==> config.mk <==
export PLATFORM = sky130hd
export DESIGN_NAME = sorp_regs
export DESIGN_NICKNAME = d
export VERILOG_FILES = /design/src/common/sorp_pkg.sv /design/src/design/sorp_regs.sv
export VERILOG_INCLUDE_DIRS = /design/src /design/src/common
export SDC_FILE = /design/constraint.sdc
export NUM_CORES = 1
export LEC_CHECK = 0
export CAP_MARGIN = 20
export CORE_UTILIZATION = 45
export DETAILED_ROUTE_END_ITERATION = 10
export DONT_BUFFER_PORTS = 1
export GPL_TIMING_DRIVEN = 0
export HOLD_SLACK_MARGIN = 0.05
export PLACE_DENSITY = 0.65
export SLEW_MARGIN = 20
export SYNTH_ARGS = -nofsm -noshare
export SYNTH_HDL_FRONTEND = slang
export SYNTH_SLANG_ARGS = --single-unit
==> constraint.sdc <==
create_clock -name clock_i -period 3.7 [get_ports clock_i]
set_input_delay 0.74 -clock clock_i [delete_from_list [all_inputs] [get_ports clock_i]]
set_output_delay 0.74 -clock clock_i [all_outputs]
set_load 0.005 [all_outputs]
==> src/common/sorp_cfg.svh <==
// register offsets, reset values and field positions of the sync, over-range and power bank
// assumes inclusion by bare name from the package and the design file
`ifndef SORP_CFG_SVH
`define SORP_CFG_SVH
`define SORP_ADDR_SYNC      15'h0210
`define SORP_ADDR_OVR_LVL   15'h0211
`define SORP_ADDR_OVERRANGE_CONFIG   15'h0213
`define SORP_ADDR_INIT      15'h0270
`define SORP_ADDR_PWR2      15'h029a
`define SORP_ADDR_PWR3      15'h029b
`define SORP_ADDR_PWR4      15'h029c
`define SORP_RST_SYNC       5'h03
`define SORP_RST_OVR_LVL    8'hf2
`define SORP_RST_OVERRANGE_OUTPUT_ENABLE     1'h0
`define SORP_RST_OVR_EXP    3'h7
`define SORP_RST_PWR2       8'h0f
`define SORP_RST_PWR3       8'h04
`define SORP_RST_PWR4       8'h1b
`define SORP_PWR2_LOW       8'h06
`define SORP_PWR3_LOW       8'h00
`define SORP_PWR4_LOW       8'h14
`define SORP_HOLD_BASE_LOG2 2
`define SORP_OVERRANGE_OUTPUT_ENABLE_BIT     3
`define SORP_INIT_CYCLES    16'h0040
`endif

==> src/common/sorp_pkg.sv <==
// types shared by the sync, over-range and power register bank
// assumes sorp_cfg.svh is on the include path
`include "sorp_cfg.svh"
package sorp_pkg;
    typedef struct packed {
        logic        wr;
        logic        rd;
        logic [14:0] addr;
        logic [7:0]  wdata;
    } sorp_req_t;

    typedef struct packed {
        logic       overrange_output_enable;
        logic [2:0] overrange_hold_exponent;
    } sorp_overrange_config_t;

    typedef enum logic [2:0] {
        SORP_PWR_HIGH     = 3'b001,
        SORP_PWR_LOW      = 3'b010,
        SORP_PWR_RESERVED = 3'b100
    } sorp_pwr_mode_t;

    typedef enum logic [1:0] {
        SORP_INIT_BUSY = 2'b01,
        SORP_INIT_DONE = 2'b10
    } sorp_init_t;
endpackage

==> src/design/sorp_regs.sv <==
// sync request filter, per-channel over-range detection and power-setting registers
// assumes decoded spi register requests in clock_i domain, samples and sync_n at link rate
// How it works
// - sync_n is sampled every rising clock_i edge, the link clock at fS/2
// - sync request after limit plus one consecutive low samples; limit resets to 3
// - shorter low periods are error reports and cause nothing
// - flag asserts when absolute sample reaches overrange_level; resets to 0xf2
// - flags held low unless overrange_output_enable is set
// - flag pulse lasts at least 4 times 2 to hold exponent sampling cycles
// - init_complete reads 1 once initialization finished
// - power code 2: 0x06 low power, 0x0f high performance default
// - power code 3: 0x00 low power, 0x04 high performance default
// - power code 4: 0x14 low power, 0x1b high performance default
`timescale 1ns/1ps
`default_nettype none
`include "sorp_cfg.svh"
module sorp_regs
    import sorp_pkg::*;
#(
    parameter int CH_N     = 4,
    parameter int SAMPLE_W = 12,
    parameter int STRETCH_W = 12
) (
    input  wire logic                          clock_i,
    input  wire logic                          rst_n_i,
    input  wire sorp_req_t                     req_i,
    input  wire logic                          link_enable_i,
    input  wire logic                          sync_n_i,
    input  wire logic [CH_N-1:0][SAMPLE_W-1:0] sample_i,
    output logic [7:0]                         rdata_o,
    output logic                               rvalid_o,
    output logic                               sync_request_o,
    output logic                               sync_error_o,
    output logic                               init_complete_o,
    output logic [CH_N-1:0]                    overrange_flag_o,
    output sorp_pwr_mode_t                     power_mode_o
);

    function automatic sorp_pwr_mode_t classify(input logic [7:0] code, input logic [7:0] high,
                                                input logic [7:0] low);
        if (code == high) begin
            classify = SORP_PWR_HIGH;
        end else if (code == low) begin
            classify = SORP_PWR_LOW;
        end else begin
            classify = SORP_PWR_RESERVED;
        end
    endfunction

    function automatic logic [SAMPLE_W-1:0] magnitude(input logic [SAMPLE_W-1:0] s);
        magnitude = s[SAMPLE_W-1] ? SAMPLE_W'(~s + 1'b1) : s;
    endfunction

    // register file
    logic [4:0]    sync_limit_q, sync_limit_d;
    logic [7:0]    ovr_level_q, ovr_level_d;
    sorp_overrange_config_t overrange_config_q, overrange_config_d;
    logic [7:0]    pwr2_q, pwr2_d;
    logic [7:0]    pwr3_q, pwr3_d;
    logic [7:0]    pwr4_q, pwr4_d;
    logic [7:0]    rdata_q, rdata_d;
    logic          rvalid_q, rvalid_d;
    sorp_pwr_mode_t power_mode_q, power_mode_d;
    sorp_pwr_mode_t m2, m3, m4;

    always_comb begin
        sync_limit_d = sync_limit_q;
        ovr_level_d  = ovr_level_q;
        overrange_config_d    = overrange_config_q;
        pwr2_d       = pwr2_q;
        pwr3_d       = pwr3_q;
        pwr4_d       = pwr4_q;
        rdata_d      = rdata_q;
        rvalid_d     = req_i.rd;
        if (req_i.wr) begin
            case (req_i.addr)
                `SORP_ADDR_SYNC: begin
                    sync_limit_d = req_i.wdata[4:0];
                end
                `SORP_ADDR_OVR_LVL: begin
                    ovr_level_d = req_i.wdata;
                end
                `SORP_ADDR_OVERRANGE_CONFIG: begin
                    overrange_config_d.overrange_output_enable = req_i.wdata[`SORP_OVERRANGE_OUTPUT_ENABLE_BIT];
                    overrange_config_d.overrange_hold_exponent = req_i.wdata[2:0];
                end
                `SORP_ADDR_PWR2: begin
                    pwr2_d = req_i.wdata;
                end
                `SORP_ADDR_PWR3: begin
                    pwr3_d = req_i.wdata;
                end
                `SORP_ADDR_PWR4: begin
                    pwr4_d = req_i.wdata;
                end
                default: begin
                end
            endcase
        end
        if (req_i.rd) begin
            case (req_i.addr)
                `SORP_ADDR_SYNC:    rdata_d = {3'h0, sync_limit_q};
                `SORP_ADDR_OVR_LVL: rdata_d = ovr_level_q;
                `SORP_ADDR_OVERRANGE_CONFIG: rdata_d = {4'h0, overrange_config_q};
                `SORP_ADDR_INIT:    rdata_d = {7'h0, init_complete_o};
                `SORP_ADDR_PWR2:    rdata_d = pwr2_q;
                `SORP_ADDR_PWR3:    rdata_d = pwr3_q;
                `SORP_ADDR_PWR4:    rdata_d = pwr4_q;
                default:            rdata_d = 8'h00;
            endcase
        end
        m2 = classify(pwr2_q, `SORP_RST_PWR2, `SORP_PWR2_LOW);
        m3 = classify(pwr3_q, `SORP_RST_PWR3, `SORP_PWR3_LOW);
        m4 = classify(pwr4_q, `SORP_RST_PWR4, `SORP_PWR4_LOW);
        // a partial set is reported reserved rather than guessed
        if (m2 == m3 && m3 == m4) begin
            power_mode_d = m2;
        end else begin
            power_mode_d = SORP_PWR_RESERVED;
        end
    end

    always_ff @(posedge clock_i) begin
        if (!rst_n_i) begin
            sync_limit_q <= `SORP_RST_SYNC;
            ovr_level_q  <= `SORP_RST_OVR_LVL;
            overrange_config_q    <= {`SORP_RST_OVERRANGE_OUTPUT_ENABLE, `SORP_RST_OVR_EXP};
            pwr2_q       <= `SORP_RST_PWR2;
            pwr3_q       <= `SORP_RST_PWR3;
            pwr4_q       <= `SORP_RST_PWR4;
            rdata_q      <= 8'h00;
            rvalid_q     <= 1'b0;
            power_mode_q <= SORP_PWR_HIGH;
        end else begin
            sync_limit_q <= sync_limit_d;
            ovr_level_q  <= ovr_level_d;
            overrange_config_q    <= overrange_config_d;
            pwr2_q       <= pwr2_d;
            pwr3_q       <= pwr3_d;
            pwr4_q       <= pwr4_d;
            rdata_q      <= rdata_d;
            rvalid_q     <= rvalid_d;
            power_mode_q <= power_mode_d;
        end
    end

    // initialization sequencer
    sorp_init_t  init_q, init_d;
    logic        init_done_q, init_done_d;
    logic [15:0] init_cnt_q, init_cnt_d;

    always_comb begin
        init_d     = init_q;
        init_cnt_d = init_cnt_q;
        case (init_q)
            SORP_INIT_BUSY: begin
                init_cnt_d = init_cnt_q + 16'h0001;
                if (init_cnt_q == `SORP_INIT_CYCLES - 16'h0001) begin
                    init_d = SORP_INIT_DONE;
                end
            end
            SORP_INIT_DONE: begin
                init_cnt_d = init_cnt_q;
            end
            default: begin
                init_d = SORP_INIT_BUSY;
            end
        endcase
        // own flop so the status pin is not a state decode
        init_done_d = (init_d == SORP_INIT_DONE);
    end

    always_ff @(posedge clock_i) begin
        if (!rst_n_i) begin
            init_q     <= SORP_INIT_BUSY;
            init_cnt_q <= 16'h0000;
            init_done_q <= 1'b0;
        end else begin
            init_q     <= init_d;
            init_cnt_q <= init_cnt_d;
            init_done_q <= init_done_d;
        end
    end

    // sync filter: counts consecutive low samples, one per link-clock cycle
    logic [5:0] low_cnt_q, low_cnt_d;
    logic       sync_req_q, sync_req_d;
    logic       sync_err_q, sync_err_d;

    always_comb begin
        low_cnt_d  = low_cnt_q;
        sync_err_d = 1'b0;
        if (!sync_n_i) begin
            if (low_cnt_q <= {1'b0, sync_limit_q}) begin
                low_cnt_d = low_cnt_q + 6'h01;
            end
        end else begin
            low_cnt_d = 6'h00;
            // too short a low period is only an error report, no action
            sync_err_d = (low_cnt_q != 6'h00) && (low_cnt_q <= {1'b0, sync_limit_q});
        end
        sync_req_d = !sync_n_i && (low_cnt_d > {1'b0, sync_limit_q});
    end

    always_ff @(posedge clock_i) begin
        if (!rst_n_i) begin
            low_cnt_q  <= 6'h00;
            sync_req_q <= 1'b0;
            sync_err_q <= 1'b0;
        end else begin
            low_cnt_q  <= low_cnt_d;
            sync_req_q <= sync_req_d;
            sync_err_q <= sync_err_d;
        end
    end

    // over-range: two samples per link clock assumed folded into one sample_i word per channel
    logic [CH_N-1:0][STRETCH_W-1:0] hold_q, hold_d;
    logic [CH_N-1:0]                flag_q, flag_d;
    logic [STRETCH_W-1:0]           hold_len;
    logic [SAMPLE_W-1:0]            level_ext;

    always_comb begin
        // minimum stretch is 4 * 2^n sampling cycles
        hold_len  = STRETCH_W'(1) << (`SORP_HOLD_BASE_LOG2 + overrange_config_q.overrange_hold_exponent);
        level_ext = {ovr_level_q, {(SAMPLE_W-8){1'b0}}};
        for (int c = 0; c < CH_N; c++) begin
            hold_d[c] = hold_q[c];
            if (magnitude(sample_i[c]) >= level_ext) begin
                hold_d[c] = hold_len;
            end else if (hold_q[c] != '0) begin
                hold_d[c] = hold_q[c] - STRETCH_W'(1);
            end
            flag_d[c] = overrange_config_q.overrange_output_enable && (hold_d[c] != '0);
        end
    end

    always_ff @(posedge clock_i) begin
        if (!rst_n_i) begin
            hold_q <= '0;
            flag_q <= '0;
        end else begin
            hold_q <= hold_d;
            flag_q <= flag_d;
        end
    end

    assign rdata_o          = rdata_q;
    assign rvalid_o         = rvalid_q;
    assign sync_request_o   = sync_req_q;
    assign sync_error_o     = sync_err_q;
    assign init_complete_o  = init_done_q;
    assign overrange_flag_o = flag_q;
    assign power_mode_o     = power_mode_q;

endmodule
`default_nettype wire

; ---- Yosys cells after proc, flatten, opt, wreduce, memory -nomap -nowiden
; Cells that the tools add are included.
[op_classes]
n_addsub = 11
order_cmp = 6
n_eq_ne = 18
n_shift = 1
muxes = 24
bitwise_logic = 4
reduce_logical = 26
[ops]
columns = operator, n
row1 = $mux W12, 12
row2 = $eq A15 B10 Y1 const B, 7
row3 = $reduce_bool A12 Y1, 8
row4 = $pmux W8 S7, 1
row5 = $add A12 B1 Y12 const B, 4
row6 = $ge A12 B12 Y1, 4
row7 = $not A12 Y12, 4
row8 = $sub A12 B1 Y12 const B, 4
row9 = $mux W3, 7
row10 = $add A16 B1 Y16 const B, 1
row11 = $eq A16 B6 Y1 const B, 1
row12 = $eq A8 B3 Y1 const B, 2
row13 = $eq A8 B5 Y1 const B, 2
row14 = $reduce_and A2 Y1, 8
row15 = $mux W6, 2
row16 = $shl A1 B4 Y12 const A, 1
row17 = $eq A8 B4 Y1 const B, 1
row18 = $logic_not A8 Y1, 1
row19 = $logic_and A1 B1 Y1, 7
row20 = $add A6 B1 Y6 const B, 1
row21 = $eq A3 B3 Y1, 2
row22 = $gt A6 B5 Y1, 1
row23 = $le A6 B5 Y1, 1
row24 = $reduce_bool A6 Y1, 1
row25 = other kinds (6), 7
[word_totals]
reg_bits = 132
inputBits = 77
output_inout_bits = 19
elab_cells = 112

; ---- Longest topological paths before layout
; Gate-level depths: netlist (run 1).
[logic_depth]
depth_word = 7
ltp_mapped = 14
depth_no_buf = 13

; ---- Worst setup path before layout (run 1)
; Ideal clock, no wire load.
[synth_timing]
kind = input to register
startpoint = input sample_i[15] (netlist name)
endpoint = register hold_q[19] (netlist name)
setup_time_ns = 0.065
arrival_time_ns = 3.826
required_time_ns = 3.635
setup_slack_ns = -0.191
cell_stages = 13
n_path_buf = 1
path_cell_list = or3_1 > or3_1 > or3_1 > o31ai_1 > xnor2_1 > ha_1 > a21o_1 > a21oi_1 > nor2b_1 > nor4b_1 > buf_2 > mux2_2 > nor2_1
[synth_between]
elab_chain_cells = 5
[synth_rtl]
columns = item, line_no
row1 = "start, declared", sorp_regs.sv:29  ; input wire logic [CH_N-1:0][SAMPLE_W-1:0] sample_i,
row2 = $not A12 Y12, sorp_regs.sv:51  ; magnitude = s[SAMPLE_W-1] ? SAMPLE_W'(~s + 1'b1) : s;
row3 = $add A12 B1 Y12, sorp_regs.sv:51
row4 = $mux W12 (*), sorp_regs.sv:51
row5 = $ge A12 B12 Y1 (*), sorp_regs.sv:229  ; if (magnitude(sample_i[c]) >= level_ext) begin
row6 = $mux W12 (*), sorp_regs.sv:229
row7 = "end signal, assigned", sorp_regs.sv:243  ; hold_q <= hold_d;
row8 = "end, declared", sorp_regs.sv:218  ; logic [CH_N-1:0][STRETCH_W-1:0] hold_q, hold_d;
; Mark *: on every way between the ends. The rest lies on a longest branch, timed or not.
; A chain may end at the register's enable or synchronous reset.

; ---- Worst setup path after layout (run 1)
[layout_timing]
startpoint = input sample_i[39] (netlist name)
endpoint = register flag_q[3], in the netlist overrange_flag_o[3]
[layout_between]
elab_chain_cells = 7
[layout_rtl]
columns = item, line_no
row1 = $not A12 Y12, sorp_regs.sv:51
row2 = $add A12 B1 Y12, sorp_regs.sv:51
row3 = $mux W12 (*), sorp_regs.sv:51
row4 = $ge A12 B12 Y1 (*), sorp_regs.sv:229
row5 = $mux W12 (*), sorp_regs.sv:229
row6 = $reduce_bool A12 Y1 (*), sorp_regs.sv:234  ; flag_d[c] = overrange_config_q.overrange_output_enable && (hold_d[c] != '0);
row7 = $logic_and A1 B1 Y1 (*), sorp_regs.sv:234
row8 = "end signal, assigned", sorp_regs.sv:244  ; flag_q <= flag_d;
row9 = "end, declared", sorp_regs.sv:219  ; logic [CH_N-1:0] flag_q, flag_d;
; Marks and branches as above.

==> summary.md, run 1 <==
| Metric | Value |
|---|---|
| Outcome | `finished clean` |
| Via-to-Cell Ratio | `~5.8` |
| Die X | `144 um` |
| Cell variety after synth | `79` |
| Vias in the first global route | `7589` |
| First-pass GRT wire length | `~38000 um` |
| Clock-pin slew on the worst setup and hold paths | `60 ps` |
| CTS Buf Count | `17` |
| Clock Skew | `8.40 ps` |
| Grt met3 use | `under 10%` |
| Initial antenna violation count | `1` |
| Min Hold Slack | `443 ps` |
| Syn. warnings | `0` |
| Final Hold Vio Count | `0` |
| Post-route total power | `6.56 mW` |
| Top FF cell, synth | `dfxtp_1` |
| Clock Tree Root | `clkbuf_16` |
| Busiest grt layer | `met2` |
| Placed instance area | `between 9000 and 10000 sq um` |
| Core ar. | `19700 sq um` |
| RSZ-0062 raised after global routing | `false` |
| Final Worst Setup Slack | `176 ps` |
| DR WL/cell | `16.4 um` |
| CTS tree | `yes` |
| Antenna-violating nets left | `0` |
| Largest net degree at the start of global routing | `17` |
| Via count | `roughly 8000` |
| Die height | `144 um` |
| Area delta synth->final | `10.3%` |
| Final HPWL DP | `17500 um` |
| Crit start category | `input port` |
| Yosys reg bits | `between 100 and 150` |
| Lkg Pwr | `4.00 nW` |
| Nets | `1291` |
| Peak Freq | `284 MHz` |
| Drt drc | `0` |
| Hold_buf cts | `0` |
| Fin crit period | `3520 ps` |
| Filler instances | `~1900` |
| Final period util | `roughly 95%` |
| Max cap viols | `0` |
| Core Util, Final | `51.1%` |
| Fin area | `10000 sq um` |
| Initial Utilization | `46.4%` |
| CTS HTree Levels | `4` |
| Worst Setup End Kind | `register` |
| Arrival @ worst endpoint | `3800 ps` |
| Slew @ Worst Pin | `971 ps` |
| CP required | `3980 ps` |
| I/O pin count | `96` |
| Layout cells sized above 1 | `7.55%` |
| Clk sinks | `132` |
| Die area | `20800 sq um` |
| Final Max Slew Viols | `0` |
| Final setup viols | `0` |
| 1st-iter DRT viols | `536` |
| Max VDD drop | `0.000286 V` |
| Syn Nets | `1272` |
| Met2 Use GR | `37.1%` |
| HP Class | `in2reg` |
| Tot GR Track Use | `23.2%` |
| # rows | `51` |
| Max Root-Sink Buffers | `2` |
| Initial DRT Pass Iterations | `5` |
| Place WS | `-473 ps` |
| Pwr Density | `653 nW/um^2` |
| Mapped Area | `9110 sq um` |
| Final wirelength | `23400 um` |
| Post-synthesis cell count | `1134` |
| Register area share after synthesis | `just under 30%` |
| Post-synth EDFFs | `0` |
| Slew headroom | `approximately a third` |
| Worst skew pair latency | `420 ps` |
| Antenna cells | `0` |
| Setup CP Type | `in2reg` |
| Global routing usage on met1 | `between 30 and 40%` |
| Total grt overflow | `0` |
| Ys async rst share | `0%` |
| Port bufs | `0` |
| Placer congestion estimate | `0.889` |
| Max FO, Critical Path | `10` |
| Avg Inst Size Synth | `about 8.0 sq um` |
[synthesized netlist by cell type (all sizes together) (11+ instances only)]
master  number  area, sq um
nor2       105          397
dfxtp      132         2640
xor2        21          184
a21o        12         90.1
nor2b       17          106
nor3        30          150
ha          61          763
nor4b       11         96.3
nand3       46          230
xnor2       53          464
inv         45          169
and3        13         81.3
nand2      111          417
a211oi      24          185
a31oi       13         81.3
mux2i       43          430
nand2b      20          125
o31ai       15          118
nor4        25          190
o21ai       39          195
nand4       14         87.6
buf         16         91.3
and2        15         93.8
a22oi       13          103
clkbuf      40          151
a21oi       66          334
or3         19          119
mux2        18          203
[cells by family (layout without fill, tap and decap cells)]
group,after synthesis,in the layout,synth area share (%)
and+or+nand+nor,481,481,28.0
AOI/OAI and AO/OA,223,223,16.0
adders and majority gates,61,61,8.38
buffers and inverters,102,134,4.56
xor gates and xnor gates,74,74,7.11
DFF,132,132,29.0
muxes,61,61,6.95
[flip-flops by register name, summed over array words and instances, names as in the netlist]
register	flops
hold_q	48
init_cnt_q	16
ovr_level_q	8
pwr2_q	8
pwr3_q	8
pwr4_q	8
rdata_o	8
low_cnt_q	6
sync_limit_q	5
overrange_config_q	4
overrange_flag_o	4
power_mode_o	3
init_q	2
init_complete_o	1
rvalid_o	1
sync_error_o	1
sync_request_o	1
[routing by layer]
metal | vias up | part of all wire (%) | wire length [um]
met5 | - | 0.055 | 13
met4 | 2 | 1.9 | 442
met3 | 37 | 4.6 | 1070
met2 | 214 | 45 | 10400
met1 | 3855 | 49 | 11500
li1 | 4133 | - | -
[worst max-delay path: stages]
cell	delay (ps)
or3_1	380
nor2_1	140
nand2_1	80
or2_2	280
o21ai_0	200
xnor2_1	160
ha_1	270
nand4_1	110
nor4_1	80
a211oi_2	500
buf_2	340
a31oi_1	80
o32ai_1	450
[placed cells by master (no fill, tap or decap), drive strengths merged, types with 10 or more instances in the layout]
| cell type | count |
|---|---|
| nand3b | 10 |
| ha | 61 |
| nand4 | 14 |
| o31ai | 15 |
| o21ai | 39 |
| mux2 | 18 |
| nor4b | 11 |
| a21o | 12 |
| buf | 16 |
| nor3 | 30 |
| nand2 | 111 |
| nand2b | 20 |
| nor2b | 17 |
| a31oi | 13 |
| a21oi | 66 |
| nand3 | 46 |
| xnor2 | 53 |
| xor2 | 21 |
| and3 | 13 |
| a22oi | 13 |
| and2 | 15 |
| a211oi | 24 |
| nor4 | 25 |
| mux2i | 43 |
| inv | 50 |
| or3 | 19 |
| nor2 | 105 |
| nor3b | 10 |
| clkbuf | 59 |
| dfxtp | 132 |
[stage by stage]
stage	TNS [ps]	cells
2_1_floorplan	-3.12	1134
3_3_place_gp	-4020	1399
3_5_place_dp	-4440	1399
4_1_cts	0	1431
5_1_grt	0	1431
6_report	0	1431
[cell type report]
cell class	instances	area, sq um	area share, %
multi-input combinational	900	6100	60.7
sequential	132	2640	26.3
clock buffer	19	433	4.31
tap	265	332	3.30
buffer	56	246	2.45
inverter	46	173	1.72
clock inverter	13	125	1.25
[where the power goes]
| part | internal [mW] | switching (mW) | leakage, nW |
|---|---|---|---|
| Sequential | 1.68 | 0.289 | 1.07 |
| Clock | 0.934 | 0.706 | 0.257 |
| Combinational | 1.35 | 1.61 | 2.67 |
| Total | 3.96 | 2.60 | 4.00 |
[final timing paths]
kind	from	endpoint	slack, ps	cells past startpoint
worst min-delay path	req_i[4]	pwr4_q[4]	440	2
worst max register to register	sync_limit_q[4]	sync_request_o	440	13
worst max-delay path	sample_i[39]	overrange_flag_o[3]	180	13
worst min register to register	ovr_level_q[2]	ovr_level_q[2]	450	2
[what timing repair did]
action                     4_1_cts  5_1_grt
pin swaps                        0        0
hold endpoints to repair         0        0
setup buffers                    0        0
gates resized for setup          1        1
setup endpoints to repair        1        5
No activity file was read; power rests on OpenSTA's default activity.
==> run 2, diff against run 1 <==
- CORE_MARGIN: default -> 5
==> run 2 against run 1 <==
Cell count rose by 0.28%; combinational power about the same; highest routed layer is now met4; critical path depth is the same; core utilization is 0.93 points lower; total power up 0.82%; largest cell class unchanged; global-route usage is 2.9 points lower.
==> summary.md, run 2 (synthesis results as in run 1) <==
| Metric | Value |
|---|---|
| Outcome | `finished clean` |
| Slew headroom | `29.6%` |
| First-pass GRT wire length | `39200 um` |
| Min Hold Slack | `approximately 440 ps` |
| Total grt overflow | `0` |
| Placer congestion estimate | `0.899` |
| Commonest cells after routing, fill and taps aside | `132 x dfxtp_1, 111 x nand2_1, 104 x nor2_1` |
| Max cap viols | `0` |
| Peak Freq | `between 200 and 300 MHz` |
| CTS tree | `yes` |
| DR WL/cell | `16.6 um` |
| Crit start category | `input port` |
| Worst Setup End Kind | `register` |
| Clk sinks | `132` |
| Final Max Slew Viols | `0` |
| Tot GR Track Use | `between 20 and 25%` |
| Setup CP Type | `in2reg` |
| Clock-pin slew on the worst setup and hold paths | `60 ps` |
| Placed instance area | `9490 sq um` |
| HP Class | `in2reg` |
| Final HPWL DP | `18000 um` |
| Port bufs | `0` |
| CTS HTree Levels | `4` |
| Crit-path max cell delay | `about 400 ps` |
| Biggest register | `hold_q` |
| I/O pin count | `96` |
| Largest registers | `hold_q: 48 flops, init_cnt_q: 16 flops` |
| Slew @ Worst Pin | `1050 ps` |
| Initial DRT Pass Iterations | `5` |
| Clock Tree Root | `clkbuf_16` |
| Worst path bufs/invs | `1` |
| RSZ-0062 raised after global routing | `false` |
| Worst skew pair latency | `about 420 ps` |
| Final setup viols | `0` |
| Die area | `23200 sq um` |
| Largest net degree at the start of global routing | `17` |
| Lkg Pwr | `4.03 nW` |
| Vias in the first global route | `7788` |
| Initial antenna violation count | `0` |
| Pwr Density | `655 nW/um^2` |
| CP top delay family | `simple AND/OR/NAND/NOR gates` |
| Layout cells sized above 1 | `7.64%` |
| Max Root-Sink Buffers | `2` |
| CTS Buf Count | `17` |
| Via-to-Cell Ratio | `roughly 5.7` |
| Commonest non-fill, non-tap cell in the layout | `dfxtp_1` |
| Final period util | `94.9%` |
| Slowest cell on crit path | `nor4b_4` |
| Nets | `1291` |
| Die X | `approximately 150 um` |
| Via count | `8204` |
| Antenna cells | `0` |
| Drt drc | `0` |
| Post-route total power | `6.61 mW` |
| Final wirelength | `roughly 24000 um` |
| Initial Utilization | `between 40% and 50%` |
| Fin area | `10100 sq um` |
| Arrival @ worst endpoint | `3870 ps` |
| 1st-iter DRT viols | `533` |
| Core ar. | `between 20000 and 25000 sq um` |
| Clock Skew | `16.4 ps` |
| Antenna-violating nets left | `0` |
| Area delta synth->final | `10.8%` |
| Max FFs per register | `48` |
| Fin crit period | `3510 ps` |
| Final Hold Vio Count | `0` |
| Max FO, Critical Path | `10` |
| CP Cell Sequence | `or3_1 -> or3_1 -> or3_4 -> o31ai_4 -> xnor2_1 -> ha_1 -> a21o_1 -> a21oi_1 -> nor2b_1 -> nor4b_4 -> buf_4 -> mux2_2 -> nor2_1` |
| Die height | `~150 um` |
| CP required | `4050 ps` |
| # rows | `52` |
| Most common cell on crit path | `or3_1` |
| Max VDD drop | `0.000301 V` |
## run 2: cell types whose count changed in the layout (fill, tap and decap cells not counted), sizes merged
cell	before	now
bufinv	1	2
clkbuf	59	60
clkinv	3	6
clkinvlp	5	2
inv	50	47
## run 2: final cells by class
| cell class | instances | area, sq um |
|---|---|---|
| Inverter | 46 | 173 |
| Multi-Input combinational cell | 900 | 6100 |
| Sequential cell | 132 | 2640 |
| Buffer | 56 | 249 |
| Tap cell | 270 | 338 |
| Clock inverter | 11 | 125 |
| Clock buffer | 20 | 467 |
| Fill cell | 1939 | 10000 |
## run 2: final timing paths
path | from | slack [ps] | end | cells after the start
hold reg to reg | ovr_level_q[2] | 450 | ovr_level_q[2] | 2
setup reg to reg | sync_limit_q[4] | 430 | sync_request_o | 13
hold / removal | req_i[3] | 440 | pwr2_q[3] | 2
setup / recovery | sample_i[15] | 190 | hold_q[19] | 13
## run 2: routing by layer
| layer | global-route usage, % | vias to the layer above | share of wire, % |
|---|---|---|---|
| met2 | 33.5 | 223 | 47 |
| met5 | 0 | - | 0 |
| met4 | 5.52 | 0 | 1.7 |
| li1 | - | 4144 | - |
| met1 | 26.8 | 3801 | 46 |
| met3 | 4.49 | 36 | 5.5 |
## run 2: power by group
group          switching [mW]  internal [mW]
Clock                   0.641           1.04
Sequential              0.282           1.68
Combinational            1.62           1.35
## run 2: per-stage QoR
stage | instances | util, % | setup slack, ps | setup TNS [ps]
2_1_floorplan | 1134 | - | -3.12 | -3.12
3_3_place_gp | 1404 | 47.1 | -507 | -4180
3_5_place_dp | 1404 | 47.2 | -456 | -4460
4_1_cts | 1435 | 50.1 | 80.8 | 0
5_1_grt | 1435 | 50.2 | 14.7 | 0
6_report | 1435 | 50.2 | 187 | 0
## run 2: timing repair
item,4_1_cts,5_1_grt
hold buffers,0,0
setup buffers,0,0
endpoints found under the hold margin,0,0
gates cloned,0,0
gates resized for setup,1,4
setup endpoints to repair,2,11
